## src/include/cpfc_pkg.sv

```systemverilog
// Purpose: shared constants and types for the multifunction pin control block
// Assumes: byte-wide register port, offsets fixed below
// Notes: field positions and codes named once here
package cpfc_pkg;

  // register offsets
  localparam logic [7:0] CPFC_OFF_PRIMARY = 8'h40;
  localparam logic [7:0] CPFC_OFF_SECONDARY = 8'h41;

  // reset values
  localparam logic [7:0] CPFC_RST_PRIMARY = 8'h3F;
  localparam logic [7:0] CPFC_RST_SECONDARY = 8'h00;

  // field positions
  localparam int CPFC_PWR_LSB = 6;
  localparam int CPFC_SELB_LSB = 3;
  localparam int CPFC_SELA_LSB = 0;
  localparam int CPFC_SECB_LSB = 4;
  localparam int CPFC_SECA_LSB = 0;

  // power pin function codes
  localparam logic [1:0] CPFC_PWR_POWERDOWN = 2'h0;
  localparam logic [1:0] CPFC_PWR_STANDBY = 2'h1;
  localparam logic [1:0] CPFC_PWR_IGNORED = 2'h2;

  // primary selector codes
  localparam logic [2:0] CPFC_SEL_FAST_DETECT = 3'h0;
  localparam logic [2:0] CPFC_SEL_LMFC = 3'h1;
  localparam logic [2:0] CPFC_SEL_SECONDARY = 3'h6;
  localparam logic [2:0] CPFC_SEL_DISABLED = 3'h7;

  // secondary function codes
  localparam logic [3:0] CPFC_SEC_OSC_SELECT = 4'h0;
  localparam logic [3:0] CPFC_SEC_TRANSFER_IN = 4'h1;
  localparam logic [3:0] CPFC_SEC_NEXT_TRIG_OUT = 4'h8;
  localparam logic [3:0] CPFC_SEC_NEXT_TRIG_IN = 4'h9;

  // chip power state forced by the external pin
  typedef enum logic [1:0] {
    CPFC_PWR_NORMAL,
    CPFC_PWR_STBY,
    CPFC_PWR_FULL_DOWN
  } cpfc_pwr_e;

  // resolved role of one multifunction pin
  typedef enum logic [2:0] {
    CPFC_ROLE_FAST_DETECT,
    CPFC_ROLE_LMFC,
    CPFC_ROLE_OSC_SELECT,
    CPFC_ROLE_TRANSFER_IN,
    CPFC_ROLE_NEXT_TRIG_OUT,
    CPFC_ROLE_NEXT_TRIG_IN,
    CPFC_ROLE_PULLDOWN_IN
  } cpfc_role_e;

  // register write request
  typedef struct packed {
    logic wr_en;
    logic [7:0] addr;
    logic [7:0] wdata;
  } cpfc_wr_s;

endpackage

```

## src/hdl/cpfc_pin_mux.sv

```systemverilog
// Purpose: decode one multifunction pin's selector and secondary field
// Assumes: codes from cpfc_pkg
// Notes: purely combinational, registered by the parent
`timescale 1ns/100ps
module cpfc_pin_mux
(
  input wire logic [2:0] sel,
  input wire logic [3:0] sec,
  output cpfc_pkg::cpfc_role_e role
);

  // secondary field only matters at the secondary selector code
  always_comb
  begin
    case (sel)
      cpfc_pkg::CPFC_SEL_FAST_DETECT: role = cpfc_pkg::CPFC_ROLE_FAST_DETECT;
      cpfc_pkg::CPFC_SEL_LMFC: role = cpfc_pkg::CPFC_ROLE_LMFC;
      cpfc_pkg::CPFC_SEL_SECONDARY:
      begin
        case (sec)
          cpfc_pkg::CPFC_SEC_OSC_SELECT: role = cpfc_pkg::CPFC_ROLE_OSC_SELECT;
          cpfc_pkg::CPFC_SEC_TRANSFER_IN: role = cpfc_pkg::CPFC_ROLE_TRANSFER_IN;
          cpfc_pkg::CPFC_SEC_NEXT_TRIG_OUT: role = cpfc_pkg::CPFC_ROLE_NEXT_TRIG_OUT;
          cpfc_pkg::CPFC_SEC_NEXT_TRIG_IN: role = cpfc_pkg::CPFC_ROLE_NEXT_TRIG_IN;
          default: role = cpfc_pkg::CPFC_ROLE_PULLDOWN_IN;
        endcase
      end
      cpfc_pkg::CPFC_SEL_DISABLED: role = cpfc_pkg::CPFC_ROLE_PULLDOWN_IN;
      default: role = cpfc_pkg::CPFC_ROLE_PULLDOWN_IN;
    endcase
  end

endmodule // cpfc_pin_mux

```

## src/hdl/cpfc_top.sv

```systemverilog
// Purpose: pin function control for power-down/standby input and two multifunction pins
// Assumes: register port synchronous to core_clk, pins sampled synchronously
// Notes: every output registered; pin roles take effect one cycle after a write
//
// What this block does
// - an active power pin overrides the per-channel power mode request
// - power pin acts only with global field 00 or 01
// - field 00 (reset) makes the asserted pin force full power-down
// - field 01 makes the asserted pin force standby
// - field 10 ignores the power pin completely
// - pin B selector 000 outputs fast-detect B, 001 outputs LMFC
// - pin B selector 110 uses the upper secondary field
// - pin B selector 111 (reset) is disabled weak pull-down input
// - pin A selector 000 outputs fast-detect A, 001 outputs LMFC
// - pin A selector 110 uses the lower secondary field
// - pin A selector 111 (reset) is disabled weak pull-down input
// - pin B secondary field only used at selector 110, resets to zero
// - secondary code 0000 is an input steering oscillator channel choice
// - code 0001 transfer input, 1000 next-trigger out, 1001 next-trigger in
`timescale 1ns/100ps
module cpfc_top
(
  input wire logic core_clk,
  input wire logic rst_n,
  input wire logic reg_wr_en,
  input wire logic [7:0] reg_addr,
  input wire logic [7:0] reg_wdata,
  output logic [7:0] reg_rdata,
  input wire logic power_down_standby_input,
  input wire logic [1:0] channel_power_mode,
  output logic [1:0] chip_power_mode,
  output logic chip_standby,
  output logic chip_full_power_down,
  input wire logic fast_detect_a,
  input wire logic fast_detect_b,
  input wire logic lmfc,
  input wire logic master_next_trigger_out,
  input wire logic multifunction_pin_a_in,
  output logic multifunction_pin_a_out,
  output logic multifunction_pin_a_oe,
  output logic multifunction_pin_a_pulldown,
  input wire logic multifunction_pin_b_in,
  output logic multifunction_pin_b_out,
  output logic multifunction_pin_b_oe,
  output logic multifunction_pin_b_pulldown,
  output logic [1:0] numeric_oscillator_select,
  output logic chip_transfer_request,
  output logic slave_next_trigger_in
);

  ////////////////////////////////////////////////////////////////////////////
  // register file

  cpfc_pkg::cpfc_wr_s wr;
  logic [7:0] pin_control_primary_reg;
  logic [7:0] pin_control_secondary_reg;
  logic [1:0] pwr_field;
  logic [2:0] sel_a;
  logic [2:0] sel_b;
  logic [3:0] sec_a;
  logic [3:0] sec_b;

  assign wr = '{wr_en: reg_wr_en, addr: reg_addr, wdata: reg_wdata};
  assign pwr_field = pin_control_primary_reg[cpfc_pkg::CPFC_PWR_LSB +: 2];
  assign sel_b = pin_control_primary_reg[cpfc_pkg::CPFC_SELB_LSB +: 3];
  assign sel_a = pin_control_primary_reg[cpfc_pkg::CPFC_SELA_LSB +: 3];
  assign sec_b = pin_control_secondary_reg[cpfc_pkg::CPFC_SECB_LSB +: 4];
  assign sec_a = pin_control_secondary_reg[cpfc_pkg::CPFC_SECA_LSB +: 4];

  // primary control: power field and both selectors, reset to pin idle state
  always_ff @(posedge core_clk or negedge rst_n)
  begin
    if (!rst_n)
      pin_control_primary_reg <= cpfc_pkg::CPFC_RST_PRIMARY;
    else if (wr.wr_en && wr.addr == cpfc_pkg::CPFC_OFF_PRIMARY)
      pin_control_primary_reg <= wr.wdata;
  end

  // secondary control: two four-bit secondary function fields
  always_ff @(posedge core_clk or negedge rst_n)
  begin
    if (!rst_n)
      pin_control_secondary_reg <= cpfc_pkg::CPFC_RST_SECONDARY;
    else if (wr.wr_en && wr.addr == cpfc_pkg::CPFC_OFF_SECONDARY)
      pin_control_secondary_reg <= wr.wdata;
  end

  // read data registered; unmapped offsets read zero
  always_ff @(posedge core_clk or negedge rst_n)
  begin
    if (!rst_n)
      reg_rdata <= 8'h00;
    else if (reg_addr == cpfc_pkg::CPFC_OFF_PRIMARY)
      reg_rdata <= pin_control_primary_reg;
    else if (reg_addr == cpfc_pkg::CPFC_OFF_SECONDARY)
      reg_rdata <= pin_control_secondary_reg;
    else
      reg_rdata <= 8'h00;
  end

  ////////////////////////////////////////////////////////////////////////////
  // power-down / standby pin

  cpfc_pkg::cpfc_pwr_e pin_pwr;

  // field 11 is undocumented, treated like disabled
  always_comb
  begin
    pin_pwr = cpfc_pkg::CPFC_PWR_NORMAL;
    if (power_down_standby_input)
    begin
      case (pwr_field)
        cpfc_pkg::CPFC_PWR_POWERDOWN: pin_pwr = cpfc_pkg::CPFC_PWR_FULL_DOWN;
        cpfc_pkg::CPFC_PWR_STANDBY: pin_pwr = cpfc_pkg::CPFC_PWR_STBY;
        cpfc_pkg::CPFC_PWR_IGNORED: pin_pwr = cpfc_pkg::CPFC_PWR_NORMAL;
        default: pin_pwr = cpfc_pkg::CPFC_PWR_NORMAL;
      endcase
    end
  end

  // pin state wins over the channel power mode request
  always_ff @(posedge core_clk or negedge rst_n)
  begin
    if (!rst_n)
    begin
      chip_power_mode <= 2'h0;
      chip_standby <= 1'b0;
      chip_full_power_down <= 1'b0;
    end
    else
    begin
      chip_standby <= (pin_pwr == cpfc_pkg::CPFC_PWR_STBY);
      chip_full_power_down <= (pin_pwr == cpfc_pkg::CPFC_PWR_FULL_DOWN);
      if (pin_pwr == cpfc_pkg::CPFC_PWR_NORMAL)
        chip_power_mode <= channel_power_mode;
      else
        chip_power_mode <= 2'h0; // override, mode request masked
    end
  end

  ////////////////////////////////////////////////////////////////////////////
  // multifunction pins

  cpfc_pkg::cpfc_role_e role_a;
  cpfc_pkg::cpfc_role_e role_b;

  cpfc_pin_mux u_mux_a
  (
    .sel(sel_a),
    .sec(sec_a),
    .role(role_a)
  );

  cpfc_pin_mux u_mux_b
  (
    .sel(sel_b),
    .sec(sec_b),
    .role(role_b)
  );

  // pin A drivers
  always_ff @(posedge core_clk or negedge rst_n)
  begin
    if (!rst_n)
    begin
      multifunction_pin_a_out <= 1'b0;
      multifunction_pin_a_oe <= 1'b0;
      multifunction_pin_a_pulldown <= 1'b1;
    end
    else
    begin
      multifunction_pin_a_pulldown <= (role_a == cpfc_pkg::CPFC_ROLE_PULLDOWN_IN);
      case (role_a)
        cpfc_pkg::CPFC_ROLE_FAST_DETECT:
        begin
          multifunction_pin_a_out <= fast_detect_a;
          multifunction_pin_a_oe <= 1'b1;
        end
        cpfc_pkg::CPFC_ROLE_LMFC:
        begin
          multifunction_pin_a_out <= lmfc;
          multifunction_pin_a_oe <= 1'b1;
        end
        cpfc_pkg::CPFC_ROLE_NEXT_TRIG_OUT:
        begin
          multifunction_pin_a_out <= master_next_trigger_out;
          multifunction_pin_a_oe <= 1'b1;
        end
        default:
        begin
          multifunction_pin_a_out <= 1'b0;
          multifunction_pin_a_oe <= 1'b0;
        end
      endcase
    end
  end

  // pin B drivers
  always_ff @(posedge core_clk or negedge rst_n)
  begin
    if (!rst_n)
    begin
      multifunction_pin_b_out <= 1'b0;
      multifunction_pin_b_oe <= 1'b0;
      multifunction_pin_b_pulldown <= 1'b1;
    end
    else
    begin
      multifunction_pin_b_pulldown <= (role_b == cpfc_pkg::CPFC_ROLE_PULLDOWN_IN);
      case (role_b)
        cpfc_pkg::CPFC_ROLE_FAST_DETECT:
        begin
          multifunction_pin_b_out <= fast_detect_b;
          multifunction_pin_b_oe <= 1'b1;
        end
        cpfc_pkg::CPFC_ROLE_LMFC:
        begin
          multifunction_pin_b_out <= lmfc;
          multifunction_pin_b_oe <= 1'b1;
        end
        cpfc_pkg::CPFC_ROLE_NEXT_TRIG_OUT:
        begin
          multifunction_pin_b_out <= master_next_trigger_out;
          multifunction_pin_b_oe <= 1'b1;
        end
        default:
        begin
          multifunction_pin_b_out <= 1'b0;
          multifunction_pin_b_oe <= 1'b0;
        end
      endcase
    end
  end

  // input roles; a pin not in a role contributes zero so stale levels never leak
  always_ff @(posedge core_clk or negedge rst_n)
  begin
    if (!rst_n)
    begin
      numeric_oscillator_select <= 2'h0;
      chip_transfer_request <= 1'b0;
      slave_next_trigger_in <= 1'b0;
    end
    else
    begin
      numeric_oscillator_select <=
        {(role_b == cpfc_pkg::CPFC_ROLE_OSC_SELECT) & multifunction_pin_b_in,
         (role_a == cpfc_pkg::CPFC_ROLE_OSC_SELECT) & multifunction_pin_a_in};
      chip_transfer_request <=
        ((role_a == cpfc_pkg::CPFC_ROLE_TRANSFER_IN) & multifunction_pin_a_in) |
        ((role_b == cpfc_pkg::CPFC_ROLE_TRANSFER_IN) & multifunction_pin_b_in);
      slave_next_trigger_in <=
        ((role_a == cpfc_pkg::CPFC_ROLE_NEXT_TRIG_IN) & multifunction_pin_a_in) |
        ((role_b == cpfc_pkg::CPFC_ROLE_NEXT_TRIG_IN) & multifunction_pin_b_in);
    end
  end

endmodule // cpfc_top

```

## config.mk

```make
export PLATFORM = sky130hd
export DESIGN_NAME = cpfc_top
export DESIGN_NICKNAME = d
export VERILOG_FILES = /design/src/include/cpfc_pkg.sv /design/src/hdl/cpfc_pin_mux.sv /design/src/hdl/cpfc_top.sv
export SDC_FILE = /design/constraint.sdc
export NUM_CORES = 1
export LEC_CHECK = 0
export ABC_AREA = 1
export BUFFER_PORTS_ARGS = -buffer_cell sky130_fd_sc_hd__buf_2
export CORE_MARGIN = 5
export CORE_UTILIZATION = 50
export CTS_CLUSTER_DIAMETER = 60
export DETAILED_ROUTE_END_ITERATION = 16
export HOLD_SLACK_MARGIN = 0.12
export PLACE_DENSITY_LB_ADDON = 0.2
export SYNTH_ARGS = -nofsm -noshare
export SYNTH_HDL_FRONTEND = slang
export SYNTH_HIERARCHICAL = 1
export SYNTH_SLANG_ARGS = --single-unit
```

## constraint.sdc

```tcl
create_clock -name core_clk -period 3.42 [get_ports core_clk]
set_clock_uncertainty 0.15 [all_clocks]
set_input_delay 0.513 -clock core_clk [delete_from_list [all_inputs] [get_ports core_clk]]
set_output_delay 0.513 -clock core_clk [all_outputs]
set_load 0.03 [all_outputs]
```

== Yosys cells after proc, flatten, opt, wreduce, memory -nomap -nowiden ==
Index checks and enable logic that the tools add are counted.
Word-level totals
  RAM bits: 0
  ROM bits: 0
  latch bits: 0
  flip-flop bits (word level): 38
  word-level logic and storage cells: 75
  output and inout port bits: 22
  memories kept: 0
Operators by class
  shifts and indexed selects: 0
  $add $sub $neg: 0
  muxes and demuxes: 13
  eq/ne operators: 27
  bitwise operators: 8
  order comparisons: 0
  divide/modulo/power cells: 0
  reductions and logical operators: 12
  $mul: 0
Operators by type and width (count)
  $eq A3 B3 Y1 const B: 8
  $pmux W3 S4: 2
  $pmux W3 S3: 2
  $eq A4 B4 Y1 const B: 4
  $eq A8 B7 Y1 const B: 2
  $mux W8: 2
  $eq A3 B1 Y1 const B: 4
  $eq A3 B2 Y1 const B: 4
  $logic_not A3 Y1: 4
  $eq A4 B1 Y1 const B: 2
  $logic_not A4 Y1: 2
  $and A1 B1 Y1: 6
  $pmux W1 S3: 2
  $reduce_or A3 Y1: 2
  $eq A2 B1 Y1 const B: 2
  $logic_not A2 Y1: 2
  $mux W2: 2
  $pmux W2 S2: 1
  $eq A2 B2 Y1 const B: 1
  $logic_and A1 B1 Y1: 2
  $mux W1: 2
  $or A1 B1 Y1: 2

== Logic depth before layout (Yosys ltp) ==
  depth in word-level cells: 6
  depth in mapped cells: 7

== Hierarchy ==
The synthesis kept the hierarchy.
Modules (own cells, without submodules)
  cpfc_top: area each 1636.6 um^2, cells each 175, instances 1
  cpfc_pin_mux: area each 71.3 um^2, cells each 14, instances 2

== Worst setup path after synthesis ==
OpenSTA, ideal clock, no wires.
  kind: reg2reg
  from: register pin_control_primary_reg[0]
  to: register multifunction_pin_a_pulldown
  setup slack: 1.912 ns
  arrival: 1.291 ns
  cell stages (with the launch flop): 8
  required time: 3.203 ns
  path through: dfstp_2 > inv_1 > nand3_2 > nor2_1 > nor2_1 > inv_1 > or2_2 > nor2_1
On the way
  cells in the longest elaborated chain, start to end: 3
  elaborated cells on any way between the ends: 5
  classes of those cells: eq/ne (3); mux (1); reduce/logical (1)
RTL lines
  start: declaration: line cpfc_top.sv:55  | logic [7:0] pin_control_primary_reg;
  start signal: assignment: line cpfc_top.sv:74  | pin_control_primary_reg <= cpfc_pkg::CPFC_RST_PRIMARY;
  start signal: assignment: line cpfc_top.sv:76  | pin_control_primary_reg <= wr.wdata;
  $eq A3 B3 Y1 (tied with other cells): line cpfc_pin_mux.sv:15  | case (sel)
  $pmux W3 S3 *: line cpfc_pin_mux.sv:15
  via role_a[1]: line cpfc_top.sv:144  | cpfc_pkg::cpfc_role_e role_a;
  $eq A3 B3 Y1 *: line cpfc_top.sv:172  | multifunction_pin_a_pulldown <= (role_a == cpfc_pkg::CPFC_ROLE_PULLDOWN_IN);
  end signal: assignment: line cpfc_top.sv:172
  end: declaration: line cpfc_top.sv:41  | output logic multifunction_pin_a_pulldown,
The timed path passes the listed nets; every way through them passes the cells marked *.
A chain may end at the register's enable or synchronous reset.

== Final worst setup path ==
  from: register multifunction_pin_a_pulldown
  to: output port multifunction_pin_a_pulldown
No word-level cell between the ends.

==> run_summary.xml <==
<?xml version="1.0" encoding="UTF-8"?>
<metrics>
  <group name="outcome">
    <metric name="outcome" unit="">finished, final reports clean</metric>
  </group>
  <group name="global_routing">
    <metric name="grt_antenna_before_repair" unit="">0</metric>
    <metric name="grt_use_total" unit="">0.147</metric>
    <metric name="first_global_vias" unit="">1387</metric>
    <metric name="grt_max_degree" unit="">39</metric>
    <metric name="global_route.usage.met3" unit="">0.0536</metric>
    <metric name="grt.busiest_layer" unit="">met2</metric>
    <metric name="grt_pass1_wl" unit="um">5820</metric>
    <metric name="gr-total-overflow" unit="">0</metric>
    <metric name="global_route.usage.met2" unit="">0.236</metric>
    <metric name="globalRouteMet1Util" unit="">0.180</metric>
  </group>
  <group name="job">
    <metric name="drv.max_cap_violation_count" unit="">0</metric>
  </group>
  <group name="floorplanning">
    <metric name="dieWidth" unit="um">69.7</metric>
    <metric name="die_area" unit="um2">4850</metric>
    <metric name="io-pin-count" unit="">50</metric>
    <metric name="floorplan.initialDensity" unit="">0.525</metric>
    <metric name="chipHeight" unit="um">69.7</metric>
    <metric name="core_region_area" unit="um2">3390</metric>
    <metric name="row_count" unit="">21</metric>
  </group>
  <group name="yosys">
    <metric name="synth_area_leaders" unit="">dfrtp_1, nand2_1, dfstp_2</metric>
    <metric name="post-synth-top-area-fraction" unit="">0.422</metric>
    <metric name="synth.distinct_cells" unit="">22</metric>
    <metric name="synthesis.nets" unit="">231</metric>
    <metric name="seq_area_frac_synth" unit="">0.540</metric>
    <metric name="postSynthRegisterBits" unit="">38</metric>
    <metric name="syn_inst" unit="">203</metric>
    <metric name="post_synth_instance_area" unit="um2">1780</metric>
    <metric name="ys_warn_count" unit="">6</metric>
    <metric name="post-synth-top-area-cell" unit="">dfrtp_1</metric>
    <metric name="postSynthAreaPerCell" unit="um2">8.76</metric>
  </group>
  <group name="cts">
    <metric name="worst_setup_hold_path_clk_slew" unit="ns">0.11</metric>
    <metric name="numCtsBuffers" unit="">5</metric>
    <metric name="cts_hold_buf" unit="">0</metric>
    <metric name="clock_tree.buffer_depth" unit="">2</metric>
    <metric name="cts-resized-gates" unit="">0</metric>
    <metric name="clock-sinks" unit="">38</metric>
    <metric name="ctsHtreeMaxLevel" unit="">2</metric>
    <metric name="clock_tree_from_tritoncts" unit="">yes</metric>
    <metric name="cts_root_buffer" unit="">clkbuf_4</metric>
    <metric name="post-cts-setup-buffers" unit="">0</metric>
    <metric name="worst_skew_pair.late_latency" unit="ns">0.34</metric>
  </group>
  <group name="final_layout">
    <metric name="layout_common_cells" unit="">nand2_1, buf_2, dfrtp_1</metric>
    <metric name="fill_count" unit="">298</metric>
    <metric name="final_common_cell" unit="">nand2_1</metric>
    <metric name="post_route_core_utilization" unit="">0.614</metric>
    <metric name="final_cells" unit="">301</metric>
    <metric name="drive_gt1_frac" unit="">0.302</metric>
    <metric name="area_delta_synth_final" unit="%">16.9</metric>
    <metric name="antenna_cells" unit="">0</metric>
    <metric name="final_net_count" unit="">282</metric>
  </group>
  <group name="critical_path">
    <metric name="reg2regPathDepth" unit="">7</metric>
    <metric name="sum_of_buffers_and_inverters_on_the_critical_path" unit="">1</metric>
    <metric name="regToRegSetupSlack" unit="ns">1.78</metric>
    <metric name="startpoint_kind_of_the_worst_setup_timing_path" unit="">register</metric>
    <metric name="worstReg2RegEnd" unit="">multifunction_pin_a_pulldown</metric>
    <metric name="critPathMaxFanout" unit="">1</metric>
    <metric name="critical_path_end_type" unit="">output port</metric>
    <metric name="cell_family_contributing_the_most_delay_on_the_critical_path" unit="">flip-flops</metric>
    <metric name="critical-path-slowest-cell" unit="">dfstp_2</metric>
    <metric name="worstPathArrival" unit="ns">1.04</metric>
    <metric name="crit-reg2reg-launch" unit="">pin_control_primary_reg[0]</metric>
    <metric name="crit_required" unit="ns">2.76</metric>
    <metric name="cp_cell_sequence" unit="">buf_2</metric>
    <metric name="largest_incremental_delay_on_the_critical_path" unit="ns">0.52</metric>
    <metric name="worstSetupPathType" unit="">reg -&gt; out</metric>
  </group>
  <group name="timing">
    <metric name="report.final.hold_viol_count" unit="">0</metric>
    <metric name="rsz0062_at_grt" unit="">no</metric>
    <metric name="slew_viol_final" unit="">0</metric>
    <metric name="finalSetupViolations" unit="">0</metric>
    <metric name="final.min_clock_period" unit="ns">1.70</metric>
    <metric name="max_freq" unit="MHz">587</metric>
    <metric name="fin_tns_setup" unit="ns">0</metric>
    <metric name="worst_slew_pin_tran" unit="ns">0.783</metric>
    <metric name="timing.slew.headroom" unit="">0.478</metric>
    <metric name="timing.final.crit_share" unit="">0.498</metric>
    <metric name="fin_worst_hold_slack" unit="ns">0.0960</metric>
  </group>
  <group name="pwr">
    <metric name="power_frac_clock" unit="">0.265</metric>
    <metric name="power.density_cell_area" unit="nW/um2">392</metric>
    <metric name="p_switching" unit="uW">225</metric>
    <metric name="combinationalPowerShare" unit="">0.142</metric>
    <metric name="p_seq_frac" unit="">0.593</metric>
    <metric name="switching_power_share_of_the_total" unit="">0.276</metric>
    <metric name="intPower" unit="uW">591</metric>
    <metric name="power.leakage" unit="uW">0.00111</metric>
    <metric name="maximum_vdd_drop" unit="uV">196</metric>
  </group>
  <group name="placed_design">
    <metric name="gp_congestion" unit="">0.749</metric>
    <metric name="placed_cells" unit="">293</metric>
    <metric name="port-buffer-count" unit="">49</metric>
    <metric name="post-dp-hpwl" unit="um">2540</metric>
  </group>
  <group name="drt">
    <metric name="detail_route.iter0.violations" unit="">95</metric>
    <metric name="detail-route-antenna-nets" unit="">0</metric>
    <metric name="drt_via_density" unit="">4.86</metric>
    <metric name="drtPass1Iterations" unit="">4</metric>
    <metric name="route.vias.total" unit="">1462</metric>
    <metric name="route.detailed.drc" unit="">0</metric>
    <metric name="drt-wirelength-per-cell" unit="um">11.3</metric>
    <metric name="wirelength_routed" unit="um">3390</metric>
  </group>
  <group name="min_path">
    <metric name="min_path_type" unit="">in -&gt; async</metric>
  </group>
</metrics>
final cells by class:
class                           instances  area (um2)  area share
Clock buffer                            8        48.8      0.0235
Inverter                               17        63.8      0.0307
Tap cell                               46        57.6      0.0277
Multi-Input combinational cell        143         704       0.339
Timing Repair Buffer                   49         245       0.118
Sequential cell                        38         961       0.462
through the flow:
step                setup WS (ns)  area (um2)  power [uW]
floorplan                    1.91        1780         565
global placement             1.70        2030         607
detailed placement           1.64        2030         609
CTS                          1.70        2080         824
global route                 1.60        2080         852
finish                       1.72        2080         816
cell usage after synthesis, drive strengths merged:
cell / number
nand4: 9
inv: 17
buf: 5
or2: 1
nor3b: 1
dfrtp: 30
dfstp: 8
o21ai: 7
nand2: 68
nand3: 23
a21oi: 2
o22ai: 1
nor2: 29
a21boi: 2
layer usage:
layer / wire, um / share of wire
met1: 1480 / 0.44
met2: 1560 / 0.46
met3: 294 / 0.087
met4: 54 / 0.016
met5: 0 / 0
power by group through the flow:
stage | registers (uW) | logic, uW | clock network, uW
6_report | 484 | 116 | 216
4_1_cts | 483 | 118 | 223
3_5_place_dp | 492 | 117 | 0
2_1_floorplan | 512 | 53.1 | 0
3_3_place_gp | 492 | 115 | 0
5_1_grt | 486 | 130 | 235
kinds of logic (layout without fill, tap and decap cells):
kind of cell           Yosys count  in the layout  synth area share
AND/OR/NAND/NOR                131            131             0.354
flip-flops                      38             38             0.540
buffers and inverters           22             74            0.0640
AO/OA/AOI/OAI                   12             12            0.0415
worst max path at each step:
stage / startpoint / to / slack [ns] / depth (start not counted)
after floorplan: pin_control_primary_reg[0] / multifunction_pin_a_pulldown / 1.91 / 7
after global placement: reg_addr[1] / pin_control_secondary_reg[0] / 1.70 / 7
after detailed placement: reg_addr[1] / pin_control_secondary_reg[3] / 1.64 / 7
after CTS: multifunction_pin_a_pulldown / multifunction_pin_a_pulldown / 1.70 / 1
after global routing: pin_control_primary_reg[0] / numeric_oscillator_select[0] / 1.60 / 7
final: multifunction_pin_a_pulldown / multifunction_pin_a_pulldown / 1.72 / 1
No activity file was read; power rests on OpenSTA's default activity.
